### config.mk
export PLATFORM = sky130hd
export DESIGN_NAME = nvm_host
export DESIGN_NICKNAME = d
export VERILOG_FILES = /design/src/core/nvm_host_pkg.sv /design/src/core/nvm_host.sv
export SDC_FILE = /design/constraint.sdc
export NUM_CORES = 1
export LEC_CHECK = 0
export BUFFER_PORTS_ARGS = -buffer_cell sky130_fd_sc_hd__buf_2
export CELL_PAD_IN_SITES_DETAIL_PLACEMENT = 1
export CELL_PAD_IN_SITES_GLOBAL_PLACEMENT = 2
export CORE_AREA = 2 2 117 119
export CTS_BUF_LIST = sky130_fd_sc_hd__clkbuf_2
export CTS_CLUSTER_DIAMETER = 120
export DETAILED_ROUTE_END_ITERATION = 7
export DIE_AREA = 0 0 119 121
export PLACE_DENSITY = 0.85
export SYNTH_ARGS = -nofsm -noshare
export SYNTH_HDL_FRONTEND = slang
export SYNTH_SLANG_ARGS = --single-unit
### constraint.sdc
create_clock -name clock -period 2.05 [get_ports clock]
set_input_delay 0.1025 -clock clock [delete_from_list [all_inputs] [get_ports clock]]
set_output_delay 0.1025 -clock clock [all_outputs]
set_load 0.01 [all_outputs]
### src/core/nvm_host_pkg.sv
// package: constants and types for the flash programming host controller
package nvm_host_pkg;
  // ************************************************************
  // software-facing register map of the host
  // ************************************************************
  localparam logic [3:0] ADDR_CTRL   = 4'h0;
  localparam logic [3:0] ADDR_TARGET = 4'h1;
  localparam logic [3:0] ADDR_DATA   = 4'h2;
  localparam logic [3:0] ADDR_STATUS = 4'h3;
  localparam logic [3:0] ADDR_SECOND = 4'h4;
  // ctrl write field positions
  localparam int CTRL_GO_ERASE  = 0;
  localparam int CTRL_GO_WRITE  = 1;
  localparam int CTRL_GO_PAIR   = 2;
  localparam int CTRL_BAD_KEY   = 3;
  // ************************************************************
  // device side register codes and values
  // ************************************************************
  localparam logic [7:0]  KEY_FIRST      = 8'hA5;
  localparam logic [7:0]  KEY_SECOND     = 8'hF1;
  localparam logic [7:0]  KEY_WRONG      = 8'h00;
  localparam logic [7:0]  PSC_WRITE      = 8'h01;
  localparam logic [7:0]  PSC_ERASE      = 8'h03;
  localparam logic [7:0]  PSC_OFF        = 8'h00;
  localparam logic [7:0]  SCALE_TIMING   = 8'h10;
  localparam logic [7:0]  CACHE_BLOCK    = 8'h01;
  localparam logic [7:0]  CACHE_OFF      = 8'h00;
  localparam logic [15:0] SHORT_ADDR_MAX = 16'h00FF;
  localparam int          PAGE_BYTES     = 512;
  localparam logic [2:0]  STALL_GRACE    = 3'h4;

  // device access issued by the host
  typedef enum logic [2:0] {
    SEL_KEY   = 3'h0,
    SEL_PSC   = 3'h1,
    SEL_SCALE = 3'h2,
    SEL_CACHE = 3'h3,
    SEL_MEM   = 3'h4
  } target_sel_t;

  typedef struct packed {
    logic        wr;
    target_sel_t sel;
    logic        wide;
    logic [15:0] addr;
    logic [7:0]  data;
  } dev_req_t;

  typedef enum logic [10:0] {
    ST_IDLE    = 11'h001,
    ST_SCALE   = 11'h002,
    ST_CACHE   = 11'h004,
    ST_PSC     = 11'h008,
    ST_KEY1    = 11'h010,
    ST_KEY2    = 11'h020,
    ST_MEM     = 11'h040,
    ST_WAIT    = 11'h080,
    ST_NEXT    = 11'h100,
    ST_PSC_OFF = 11'h200,
    ST_CCH_OFF = 11'h400
  } state_t;
endpackage : nvm_host_pkg

### src/core/nvm_host.sv
// module: host controller that drives flash erase and program through key and control writes
//
// Added by the designer: the address-and-strobe port and the placing of the registers.
`timescale 1ns/1ns
`default_nettype none
module nvm_host (
  input  wire logic                      clock,
  input  wire logic                      sys_rst,
  input  wire logic [3:0]                reg_addr,
  input  wire logic [15:0]               reg_wdata,
  input  wire logic                      reg_wr,
  input  wire logic                      reg_rd,
  output logic [15:0]                    reg_rdata,
  output nvm_host_pkg::dev_req_t         dev_req,
  input  wire logic                      dev_stall,
  output logic                           busy
);
  import nvm_host_pkg::*;

  // ************************************************************
  // software registers
  // ************************************************************
  logic [15:0] target;
  logic [7:0]  wdata;
  logic [7:0]  wdata2;
  logic        done;
  logic        violation;
  state_t      state;
  logic        op_erase;
  logic        op_pair;
  logic        pair_second;
  logic        bad_key;
  logic        stall_s1;
  logic        stall_s2;
  logic        seen_stall;
  logic [2:0]  wait_cnt;

  function automatic logic is_wide(input logic [15:0] a);
    is_wide = (a > SHORT_ADDR_MAX);
  endfunction : is_wide

  wire logic start = reg_wr && (reg_addr == ADDR_CTRL) && (state == ST_IDLE)
                     && |reg_wdata[2:0];

  always_ff @(posedge clock) begin
    if (sys_rst) begin
      target <= 16'h0000;
      wdata  <= 8'h00;
      wdata2 <= 8'h00;
    end else if (reg_wr && state == ST_IDLE) begin
      if (reg_addr == ADDR_TARGET) begin
        target <= reg_wdata;
      end else if (reg_addr == ADDR_DATA) begin
        wdata <= reg_wdata[7:0];
      end else if (reg_addr == ADDR_SECOND) begin
        wdata2 <= reg_wdata[7:0];
      end
    end
  end

  always_ff @(posedge clock) begin
    if (sys_rst) begin
      reg_rdata <= 16'h0000;
    end else if (reg_rd) begin
      if (reg_addr == ADDR_TARGET) begin
        reg_rdata <= target;
      end else if (reg_addr == ADDR_DATA) begin
        reg_rdata <= {8'h00, wdata};
      end else if (reg_addr == ADDR_SECOND) begin
        reg_rdata <= {8'h00, wdata2};
      end else if (reg_addr == ADDR_STATUS) begin
        reg_rdata <= {13'h0000, violation, done, busy};
      end else begin
        reg_rdata <= 16'h0000;
      end
    end else begin
      reg_rdata <= 16'h0000;
    end
  end

  // ************************************************************
  // stall input synchroniser
  // ************************************************************
  // the stall comes from the device pins, so it is treated as foreign
  always_ff @(posedge clock) begin
    if (sys_rst) begin
      stall_s1 <= 1'b0;
      stall_s2 <= 1'b0;
    end else begin
      stall_s1 <= dev_stall;
      stall_s2 <= stall_s1;
    end
  end

  // a locked device never stalls, so the wait ends once the sync delay is covered
  always_ff @(posedge clock) begin
    if (sys_rst) begin
      wait_cnt <= 3'h0;
    end else if (state != ST_WAIT) begin
      wait_cnt <= 3'h0;
    end else if (wait_cnt != STALL_GRACE) begin
      wait_cnt <= wait_cnt + 3'h1;
    end
  end

  // ************************************************************
  // sequence engine
  // ************************************************************
  always_ff @(posedge clock) begin
    if (sys_rst) begin
      state       <= ST_IDLE;
      op_erase    <= 1'b0;
      op_pair     <= 1'b0;
      pair_second <= 1'b0;
      bad_key     <= 1'b0;
      seen_stall  <= 1'b0;
    end else begin
      case (state)
        ST_IDLE: begin
          if (start) begin
            op_erase    <= reg_wdata[CTRL_GO_ERASE];
            op_pair     <= reg_wdata[CTRL_GO_PAIR];
            bad_key     <= reg_wdata[CTRL_BAD_KEY];
            pair_second <= 1'b0;
            state       <= ST_SCALE;
          end
        end
        ST_SCALE: state <= ST_CACHE;
        ST_CACHE: state <= ST_PSC;
        ST_PSC:   state <= ST_KEY1;
        ST_KEY1:  state <= ST_KEY2;
        ST_KEY2:  state <= ST_MEM;
        ST_MEM: begin
          seen_stall <= 1'b0;
          state      <= ST_WAIT;
        end
        ST_WAIT: begin
          // wait for the device stall to rise and fall again
          if (stall_s2) begin
            seen_stall <= 1'b1;
          end else if (seen_stall || wait_cnt == STALL_GRACE) begin
            state <= ST_NEXT;
          end
        end
        ST_NEXT: begin
          if (op_pair && !pair_second) begin
            pair_second <= 1'b1;
            state       <= ST_KEY1;
          end else begin
            state <= ST_PSC_OFF;
          end
        end
        ST_PSC_OFF: state <= ST_CCH_OFF;
        ST_CCH_OFF: state <= ST_IDLE;
        default:    state <= ST_IDLE;
      endcase
    end
  end

  always_ff @(posedge clock) begin
    if (sys_rst) begin
      done      <= 1'b0;
      violation <= 1'b0;
    end else begin
      if (start) begin
        done <= 1'b0;
      end else if (state == ST_CCH_OFF) begin
        done <= 1'b1;
      end
      // a wrong key locks the device until reset, so remember it
      if (state == ST_KEY1 && bad_key) begin
        violation <= 1'b1;
      end
    end
  end

  // ************************************************************
  // device access generation
  // ************************************************************
  // blank parts must first be loaded over the debug port; only software writes are issued here
  // the supply monitor stays under system software control, nothing here can switch it off
  logic [15:0] mem_addr;
  always_comb begin
    mem_addr = pair_second ? target + 16'h0001 : target;
    if (op_erase) begin
      mem_addr = target;
    end
  end

  always_ff @(posedge clock) begin
    if (sys_rst) begin
      dev_req <= '0;
    end else begin
      dev_req <= '0;
      case (state)
        ST_SCALE: begin
          dev_req.wr   <= 1'b1;
          dev_req.sel  <= SEL_SCALE;
          dev_req.data <= SCALE_TIMING;
        end
        ST_CACHE: begin
          dev_req.wr   <= 1'b1;
          dev_req.sel  <= SEL_CACHE;
          dev_req.data <= op_pair ? CACHE_BLOCK : CACHE_OFF;
        end
        ST_PSC: begin
          dev_req.wr   <= 1'b1;
          dev_req.sel  <= SEL_PSC;
          dev_req.data <= op_erase ? PSC_ERASE : PSC_WRITE;
        end
        ST_KEY1: begin
          dev_req.wr   <= 1'b1;
          dev_req.sel  <= SEL_KEY;
          dev_req.data <= bad_key ? KEY_WRONG : KEY_FIRST;
        end
        ST_KEY2: begin
          dev_req.wr   <= 1'b1;
          dev_req.sel  <= SEL_KEY;
          dev_req.data <= KEY_SECOND;
        end
        ST_MEM: begin
          dev_req.wr   <= 1'b1;
          dev_req.sel  <= SEL_MEM;
          dev_req.wide <= is_wide(mem_addr);
          dev_req.addr <= mem_addr;
          dev_req.data <= pair_second ? wdata2 : wdata;
        end
        ST_PSC_OFF: begin
          dev_req.wr   <= 1'b1;
          dev_req.sel  <= SEL_PSC;
          dev_req.data <= PSC_OFF;
        end
        ST_CCH_OFF: begin
          dev_req.wr   <= 1'b1;
          dev_req.sel  <= SEL_CACHE;
          dev_req.data <= CACHE_OFF;
        end
        default: dev_req <= '0;
      endcase
    end
  end

  assign busy = (state != ST_IDLE);

  // ************************************************************
  // checks
  // ************************************************************
  a_key_order: assert property (@(posedge clock) disable iff (sys_rst)
    (dev_req.wr && dev_req.sel == SEL_KEY && dev_req.data == KEY_FIRST)
      |=> (dev_req.wr && dev_req.sel == SEL_KEY && dev_req.data == KEY_SECOND))
    else $error("second key does not follow first");
  a_key_before_mem: assert property (@(posedge clock) disable iff (sys_rst)
    (dev_req.wr && dev_req.sel == SEL_MEM) |-> ($past(dev_req.data) == KEY_SECOND))
    else $error("memory write without fresh keys");
  a_wide_addr: assert property (@(posedge clock) disable iff (sys_rst)
    (dev_req.wr && dev_req.sel == SEL_MEM && dev_req.addr > SHORT_ADDR_MAX) |-> dev_req.wide)
    else $error("short addressing above limit");
  a_scale_first: assert property (@(posedge clock) disable iff (sys_rst)
    (state == ST_IDLE && start) |=> ##1 (dev_req.sel == SEL_SCALE && dev_req.data == SCALE_TIMING))
    else $error("timing enable not written first");
  a_enable_clear: assert property (@(posedge clock) disable iff (sys_rst)
    (state == ST_PSC_OFF) |=> (dev_req.sel == SEL_PSC && dev_req.data == PSC_OFF))
    else $error("write enable not cleared");
  a_pair_addr: assert property (@(posedge clock) disable iff (sys_rst)
    (state == ST_MEM && pair_second) |=> (dev_req.addr == target + 16'h0001))
    else $error("second byte address wrong");
  a_erase_psc: assert property (@(posedge clock) disable iff (sys_rst)
    (state == ST_PSC && op_erase) |=> (dev_req.data == PSC_ERASE))
    else $error("erase without both enables");
  a_done_end: assert property (@(posedge clock) disable iff (sys_rst)
    (state == ST_CCH_OFF) |=> (done && !busy))
    else $error("done not raised at end");
  a_stall_hold: assert property (@(posedge clock) disable iff (sys_rst)
    (state == ST_WAIT && stall_s2) |=> (state == ST_WAIT))
    else $error("host moved on during device stall");
  a_program_psc: assert property (@(posedge clock) disable iff (sys_rst)
    (state == ST_PSC && !op_erase) |=> (dev_req.wr && dev_req.sel == SEL_PSC && dev_req.data == PSC_WRITE))
    else $error("program without write enable alone");
  a_pair_cache: assert property (@(posedge clock) disable iff (sys_rst)
    (state == ST_CACHE && op_pair) |=> (dev_req.wr && dev_req.sel == SEL_CACHE && dev_req.data == CACHE_BLOCK))
    else $error("block write not enabled for pair");
  a_pair_rekey: assert property (@(posedge clock) disable iff (sys_rst)
    (state == ST_NEXT && op_pair && !pair_second && !bad_key)
      |=> ##1 (dev_req.wr && dev_req.sel == SEL_KEY && dev_req.data == KEY_FIRST))
    else $error("second byte not preceded by keys");
endmodule : nvm_host
`default_nettype wire

==> results of run 1 <==
power groups by stage:
stage / logic (mW) / clock network [mW] / registers [mW]
6_report: 0.535 / 0.993 / 2.00
2_1_floorplan: 0.269 / 0 / 2.03
4_1_cts: 0.490 / 1.02 / 2.00
3_5_place_dp: 0.440 / 0 / 2.04
5_1_grt: 0.577 / 1.10 / 2.01
3_3_place_gp: 0.433 / 0 / 2.04
state kept, by name (all words and copies together) (netlist names), 3 cells and up:
signal	cells
wdata2	8
wdata	8
dev_req	29
reg_rdata	16
target	16
wait_cnt	3
state	11
worst max-delay path, stage by stage, from the launching register on:
cell	delay, ns
dfxtp_2	0.43
nor4_4	0.36
and4_4	0.30
inv_4	0.05
buf_6	0.11
kinds of logic after synthesis:
group / count (synthesis) / share of synthesized area [%]
xor gates and xnor gates: 20 / 3.86
muxes: 12 / 2.76
buffers and inverters: 52 / 5.19
adders and majority gates: 3 / 0.828
DFF: 100 / 44.2
AOI/OAI and AO/OA: 143 / 18.2
and+or+nand+nor: 200 / 25.0
placed cells by master (no fill, tap or decap), types with 13 or more instances in the layout:
cell type	instances
nand3_1	45
nor2b_1	13
buf_2	69
nand2_1	23
dfxtp_1	93
buf_4	35
o21ai_0	48
nor2_1	35
nand4_1	15
dlygate4sd3_1	25
a21oi_1	56
worst max-delay path by stage:
| stage | from | end | slack (ns) |
|---|---|---|---|
| final | state[7]$_SDFFE_PP0P_ | busy | 0.07 |
| after global routing | state[9]$_SDFFE_PP0P_ | busy | -0.02 |
| after CTS | state[9]$_SDFFE_PP0P_ | busy | 0.007 |
| after detailed placement | target[4]$_SDFFE_PP0P_ | dev_req[24]$_SDFF_PP0_ | 0.19 |
| after global placement | target[4]$_SDFFE_PP0P_ | dev_req[24]$_SDFF_PP0_ | 0.23 |
| after floorplan | state[5]$_SDFFE_PP0P_ | state[0]$_SDFFE_PP1P_ | 0.36 |
cell type report:
cell class,instances,area (µm²),area share [%]
Antenna cell,2,5.00,0.0892
Clock buffer,9,45.0,0.803
Timing Repair Buffer,131,890,15.9
Inverter,12,47.5,0.847
Tap cell,176,220,3.93
Multi-Input combinational cell,378,2320,41.4
Sequential cell,100,2020,35.9
Clock inverter,7,66.3,1.18
metal layers:
| metal | vias up | global-route usage [%] | wire [µm] |
|---|---|---|---|
| li1 | 2106 | - | - |
| met1 | 2182 | 28.0 | 6740 |
| met2 | 123 | 34.8 | 7300 |
| met3 | 25 | 3.52 | 665 |
| met4 | 0 | 9.90 | 385 |
| met5 | - | 0 | 0 |
metrics by stage:
step	cell area, µm²	utilization, %
after global placement	5140	39.3
after global routing	5610	42.9
after floorplan	4530	-
after detailed placement	5140	39.3
after CTS	5540	42.3
final	5610	42.9
timing repair:
action                     in CTS  in global routing
resized for setup               9                  8
setup endpoints to repair       1                  1
hold endpoints to repair       53                  0
buffers inserted                2                  5
pin swaps                       2                  2
hold buffers                   25                  0
==> results_dict.tcl, run 1 <==
set metrics [dict create \
    max-slew-margin-rel_pct 62.0 \
    intPower_mw 2.46 \
    worstSkewPairLatency_ns 0.65 \
    slew_viol_final 0 \
    avgSynthCellArea_um2 8.55 \
    tns_ns 0 \
    cp_max_fo 5 \
    root_buffer "clkbuf_2" \
    dpl.hpwl_um 10700 \
    cp-start-kind "flip-flop" \
    fin_crit_ns 1.98 \
    reg2reg_setup_slack_ns 0.15 \
    grt_pass1_vias 4414 \
    p_comb_share_pct 15.2 \
    port_buffers 70 \
    period_share_pct 96.8 \
    floorplan.die_area_um2 14400 \
    reg2regPathDepth 4 \
    whs_ns 0.229 \
    nets 660 \
    hold_viol 0 \
    grt_overflow 0 \
    synth.top_cells.by_count "dfxtp_1 (100), a21oi_1 (56), o21ai_0 (48), nand3_1 (45), nor2_1 (36)" \
    p_seq_share_pct 56.7 \
    power_density_nw_per_um2 629 \
    worst-setup-path-type "flip-flop to output pin" \
    wirelength_um 15100 \
    ys_warn_count 0 \
    grtUsageTotal_pct 21.4 \
    grt_max_degree 42 \
    initial_core_util_pct 34.6 \
    dpl_worst_slack_ns 0.186 \
    cts_buffer_depth 2 \
    max_freq_ghz 0.504 \
    syn_inst 530 \
    synth_ff_type "dfxtp_1" \
    p_clk_share_pct 28.1 \
    reg2reg_to "dev_req[26]$_SDFF_PP0_" \
    p_sw_mw 1.07 \
    p_leak_nw 2.20 \
    hold_path_class "primary input to flip-flop" \
    wl_per_cell_um 18.5 \
    synthToLayoutAreaGrowth_pct 23.8 \
    cts_max_level 3 \
    hold_depth 4 \
    skew_ns 0.0309 \
    gp_congestion 0.890 \
    synth_top_cells_by_area "dfxtp_1 (44%), a21oi_1 (6.2%), o21ai_0 (5.3%)" \
    num_vias 4436 \
    ant_nets 0 \
    grt_pass1_wl_um 24100 \
    syn-num-nets 558 \
    syn-cell-area_um2 4530 \
    synthArstFlopShare_pct 0 \
    dp.cells 765 \
    tightest_slew_ns 0.569 \
    core_area_um2 13100 \
    fp.dieH_um 121 \
    crit_required_ns 1.95 \
    die_width_um 119 \
    synth-seq-cells 100 \
    rows 42 \
    path_clk_slew_ns 0.27 \
    power_mw 3.53 \
    tritoncts "yes" \
    netlist.area_leader.share_pct 44.2 \
    layout.cells.non_filler 815 \
    drt-initial-drc-count 255 \
    holdCritStartpoint "reg_wdata[14]" \
    cap_violations 0 \
    synth_edf_count 0 \
    switching_share_pct 30.2 \
    drt-vias-per-instance 5.44 \
    ir_worst_vdd_mv 0.357 \
    status "completed" \
    setup_slack_ns 0.0662 \
    yosysTopAreaCell "dfxtp_1" \
    drtPass1Iterations 5 \
    worstPathArrival_ns 1.88 \
    finalSetupViolCount 0 \
    yosysUniqueCellTypes 64 \
    drc 0 \
    holdPathEnd "target[14]$_SDFFE_PP0P_" \
    io_pins 71 \
    r2r_start "state[4]$_SDFFE_PP0P_" \
    cp-end-kind "output pin" \
    yosysMostFrequentCell "dfxtp_1" \
    layout-drive-gt1-share_pct 23.2 \
    numCtsBuffers 9 \
    clock-sinks 100 \
    antenna_found_initial 2 \
    ys_seq_area_share_pct 44.2 \
    fillCellCount 1599 \
]
No activity file was read; power rests on OpenSTA's default activity.
==> inputs of run 2 (changes only) <==
Settings changed: PLACE_DENSITY 0.85 to not set, PLACE_DENSITY_LB_ADDON set to 0.08.
==> run 2 against run 1 <==
  * Worst setup slack gained 0.019 ns
  * Clock-buffer cell count grew 1
  * Routed wire length grew 4.4%
  * Combinational power is essentially flat
  * Sequential cell count is the same
  * Clock skew shrank 0.0046 ns
  * First-iteration DRC count grew 18%
  * Critical path depth is the same
  * Global-route usage grew 0.88 points
  * Critical endpoint unchanged
  * Largest cell class unchanged
==> results_dict.tcl, run 2 (same netlist as run 1, synthesis figures left out) <==
set metrics [dict create \
    status "completed" \
    power_density_nw_per_um2 647 \
    whs_ns 0.0356 \
    nets 653 \
    dpl.hpwl_um 11200 \
    fin_crit_ns 1.96 \
    rows 42 \
    dpl_worst_slack_ns -0.0186 \
    die_width_um 119 \
    holdPathEnd "reg_rdata[3]$_SDFF_PP0_" \
    tns_ns 0 \
    cp_max_fo 16 \
    port_buffers 70 \
    layout-drive-gt1-share_pct 24.0 \
    hold_viol 0 \
    max_freq_ghz 0.509 \
    path_buf_inv 2 \
    holdCritStartpoint "reg_addr[2]" \
    cts_buffer_depth 2 \
    wl_per_cell_um 19.5 \
    p_leak_nw 2.17 \
    crit_family "simple AND/OR/NAND/NOR gates" \
    dp.cells 765 \
    worstSkewPairLatency_ns 0.62 \
    finish.utilization_pct 42.7 \
    slew_viol_final 0 \
    crit_cells 4 \
    max-slew-margin-rel_pct 60.5 \
    grt_pass1_wl_um 24800 \
    path_clk_slew_ns 0.27 \
    setup_slack_ns 0.0852 \
    root_buffer "clkbuf_2" \
    cap_violations 0 \
    num_vias 4371 \
    tritoncts "yes" \
    critical_path.cell_chain "nor4_4 > and4_4 > inv_6 > buf_2" \
    hold_depth 4 \
    worstPathArrival_ns 1.86 \
    slowest_stage "dfxtp_2" \
    wirelength_um 15800 \
    largest_reg_flops 29 \
    floorplan.die_area_um2 14400 \
    grt_overflow 0 \
    grtUsageTotal_pct 22.3 \
    drt-initial-drc-count 301 \
    cp-end-kind "output pin" \
    drt-vias-per-instance 5.41 \
    largest_register "dev_req" \
    period_share_pct 95.8 \
    io_pins 71 \
    worst-setup-path-type "flip-flop to output pin" \
    drc 0 \
    grt_pass1_vias 4434 \
    layout.cells.non_filler 808 \
    numCtsBuffers 9 \
    reg2reg_to "state[0]$_SDFFE_PP1P_" \
    grt_max_degree 48 \
    reg2regPathDepth 5 \
    ir_worst_vdd_mv 0.249 \
    final_cell_mix "dfxtp_1 (88), buf_2 (70), a21oi_1 (55)" \
    clock-sinks 100 \
    fp.dieH_um 121 \
    antenna_found_initial 1 \
    drtPass1Iterations 4 \
    finalSetupViolCount 0 \
    reg.largest.list "dev_req x29, reg_rdata x16, target x16" \
    slowest_delay_ns 0.43 \
    skew_ns 0.0263 \
    synthToLayoutAreaGrowth_pct 23.2 \
    crit_required_ns 1.95 \
    cts_max_level 3 \
    core_area_um2 13100 \
    ant_nets 0 \
    tightest_slew_ns 0.587 \
    reg2reg_setup_slack_ns 0.12 \
    cp-start-kind "flip-flop" \
    r2r_start "state[4]$_SDFFE_PP0P_" \
    hold_path_class "primary input to flip-flop" \
    final_common_cell "dfxtp_1" \
    initial_core_util_pct 34.6 \
    gp_congestion 0.878 \
]
==> run 2: cell count changes in the layout (fill, tap and decap cells not counted), moves of 2 or more <==
cell / delta
buf_4: -5
dfxtp_2: +3
dlygate4sd3_1: -2
dfxtp_4: +2
dfxtp_1: -5
==> run 2: worst max-delay path by stage <==
stage                                     start                     to  slack (ns)
after floorplan           state[5]$_SDFFE_PP0P_  state[0]$_SDFFE_PP1P_        0.36
after global placement    state[3]$_SDFFE_PP0P_  dev_req[0]$_SDFF_PP0_        0.07
after detailed placement  state[3]$_SDFFE_PP0P_  dev_req[0]$_SDFF_PP0_       -0.02
after CTS                 state[4]$_SDFFE_PP0P_                   busy        0.03
after global routing      state[9]$_SDFFE_PP0P_                   busy      -0.006
final                     state[7]$_SDFFE_PP0P_                   busy        0.09
==> run 2: layer usage <==
layer,routed length (µm),part of all wire [%],GRT usage (%)
met1,7030,45,28.4
met2,7890,50,37.9
met3,471,3.0,3.24
met4,357,2.3,9.23
met5,0,0,0
==> run 2: tightest hold or removal path, stage by stage <==
cell     delay [ns]
buf_2          0.22
nand3_1        0.12
o21ai_0        0.07
o211a_1        0.13
==> run 2: final cells by class <==
cell class | count | area (µm²)
fillers | 1596 | 7500
multi-input cells | 378 | 2330
flip-flops and latches | 100 | 2030
repair buffers | 124 | 826
well taps | 176 | 220
clock inverters | 6 | 78.8
clock buffers | 10 | 50.0
inverters | 12 | 50.0
diodes | 2 | 5.00
==> run 2: through the flow <==
stage / cell area [µm²] / power (mW)
floorplan: 4530 / 2.30
global placement: 5140 / 2.52
detailed placement: 5140 / 2.52
CTS: 5560 / 3.63
global route: 5590 / 3.77
finish: 5590 / 3.61
==> run 2: repair_timing <==
action / CTS / global route
hold buffers: 23 / 0
endpoints found under the setup margin: 4 / 4
pin swaps: 2 / 2
gates resized for setup: 15 / 10
setup buffers: 3 / 0
gates cloned: 0 / 0
hold endpoints to repair: 57 / 0
==> run 2: where the power goes <==
| group | internal, mW | total (mW) | switching [mW] | leakage [nW] |
|---|---|---|---|---|
| combinational | 0.197 | 0.537 | 0.340 | 1.28 |
| sequential | 1.97 | 1.99 | 0.0248 | 0.814 |
| clock | 0.395 | 1.08 | 0.688 | 0.0747 |
| total | 2.56 | 3.61 | 1.05 | 2.17 |
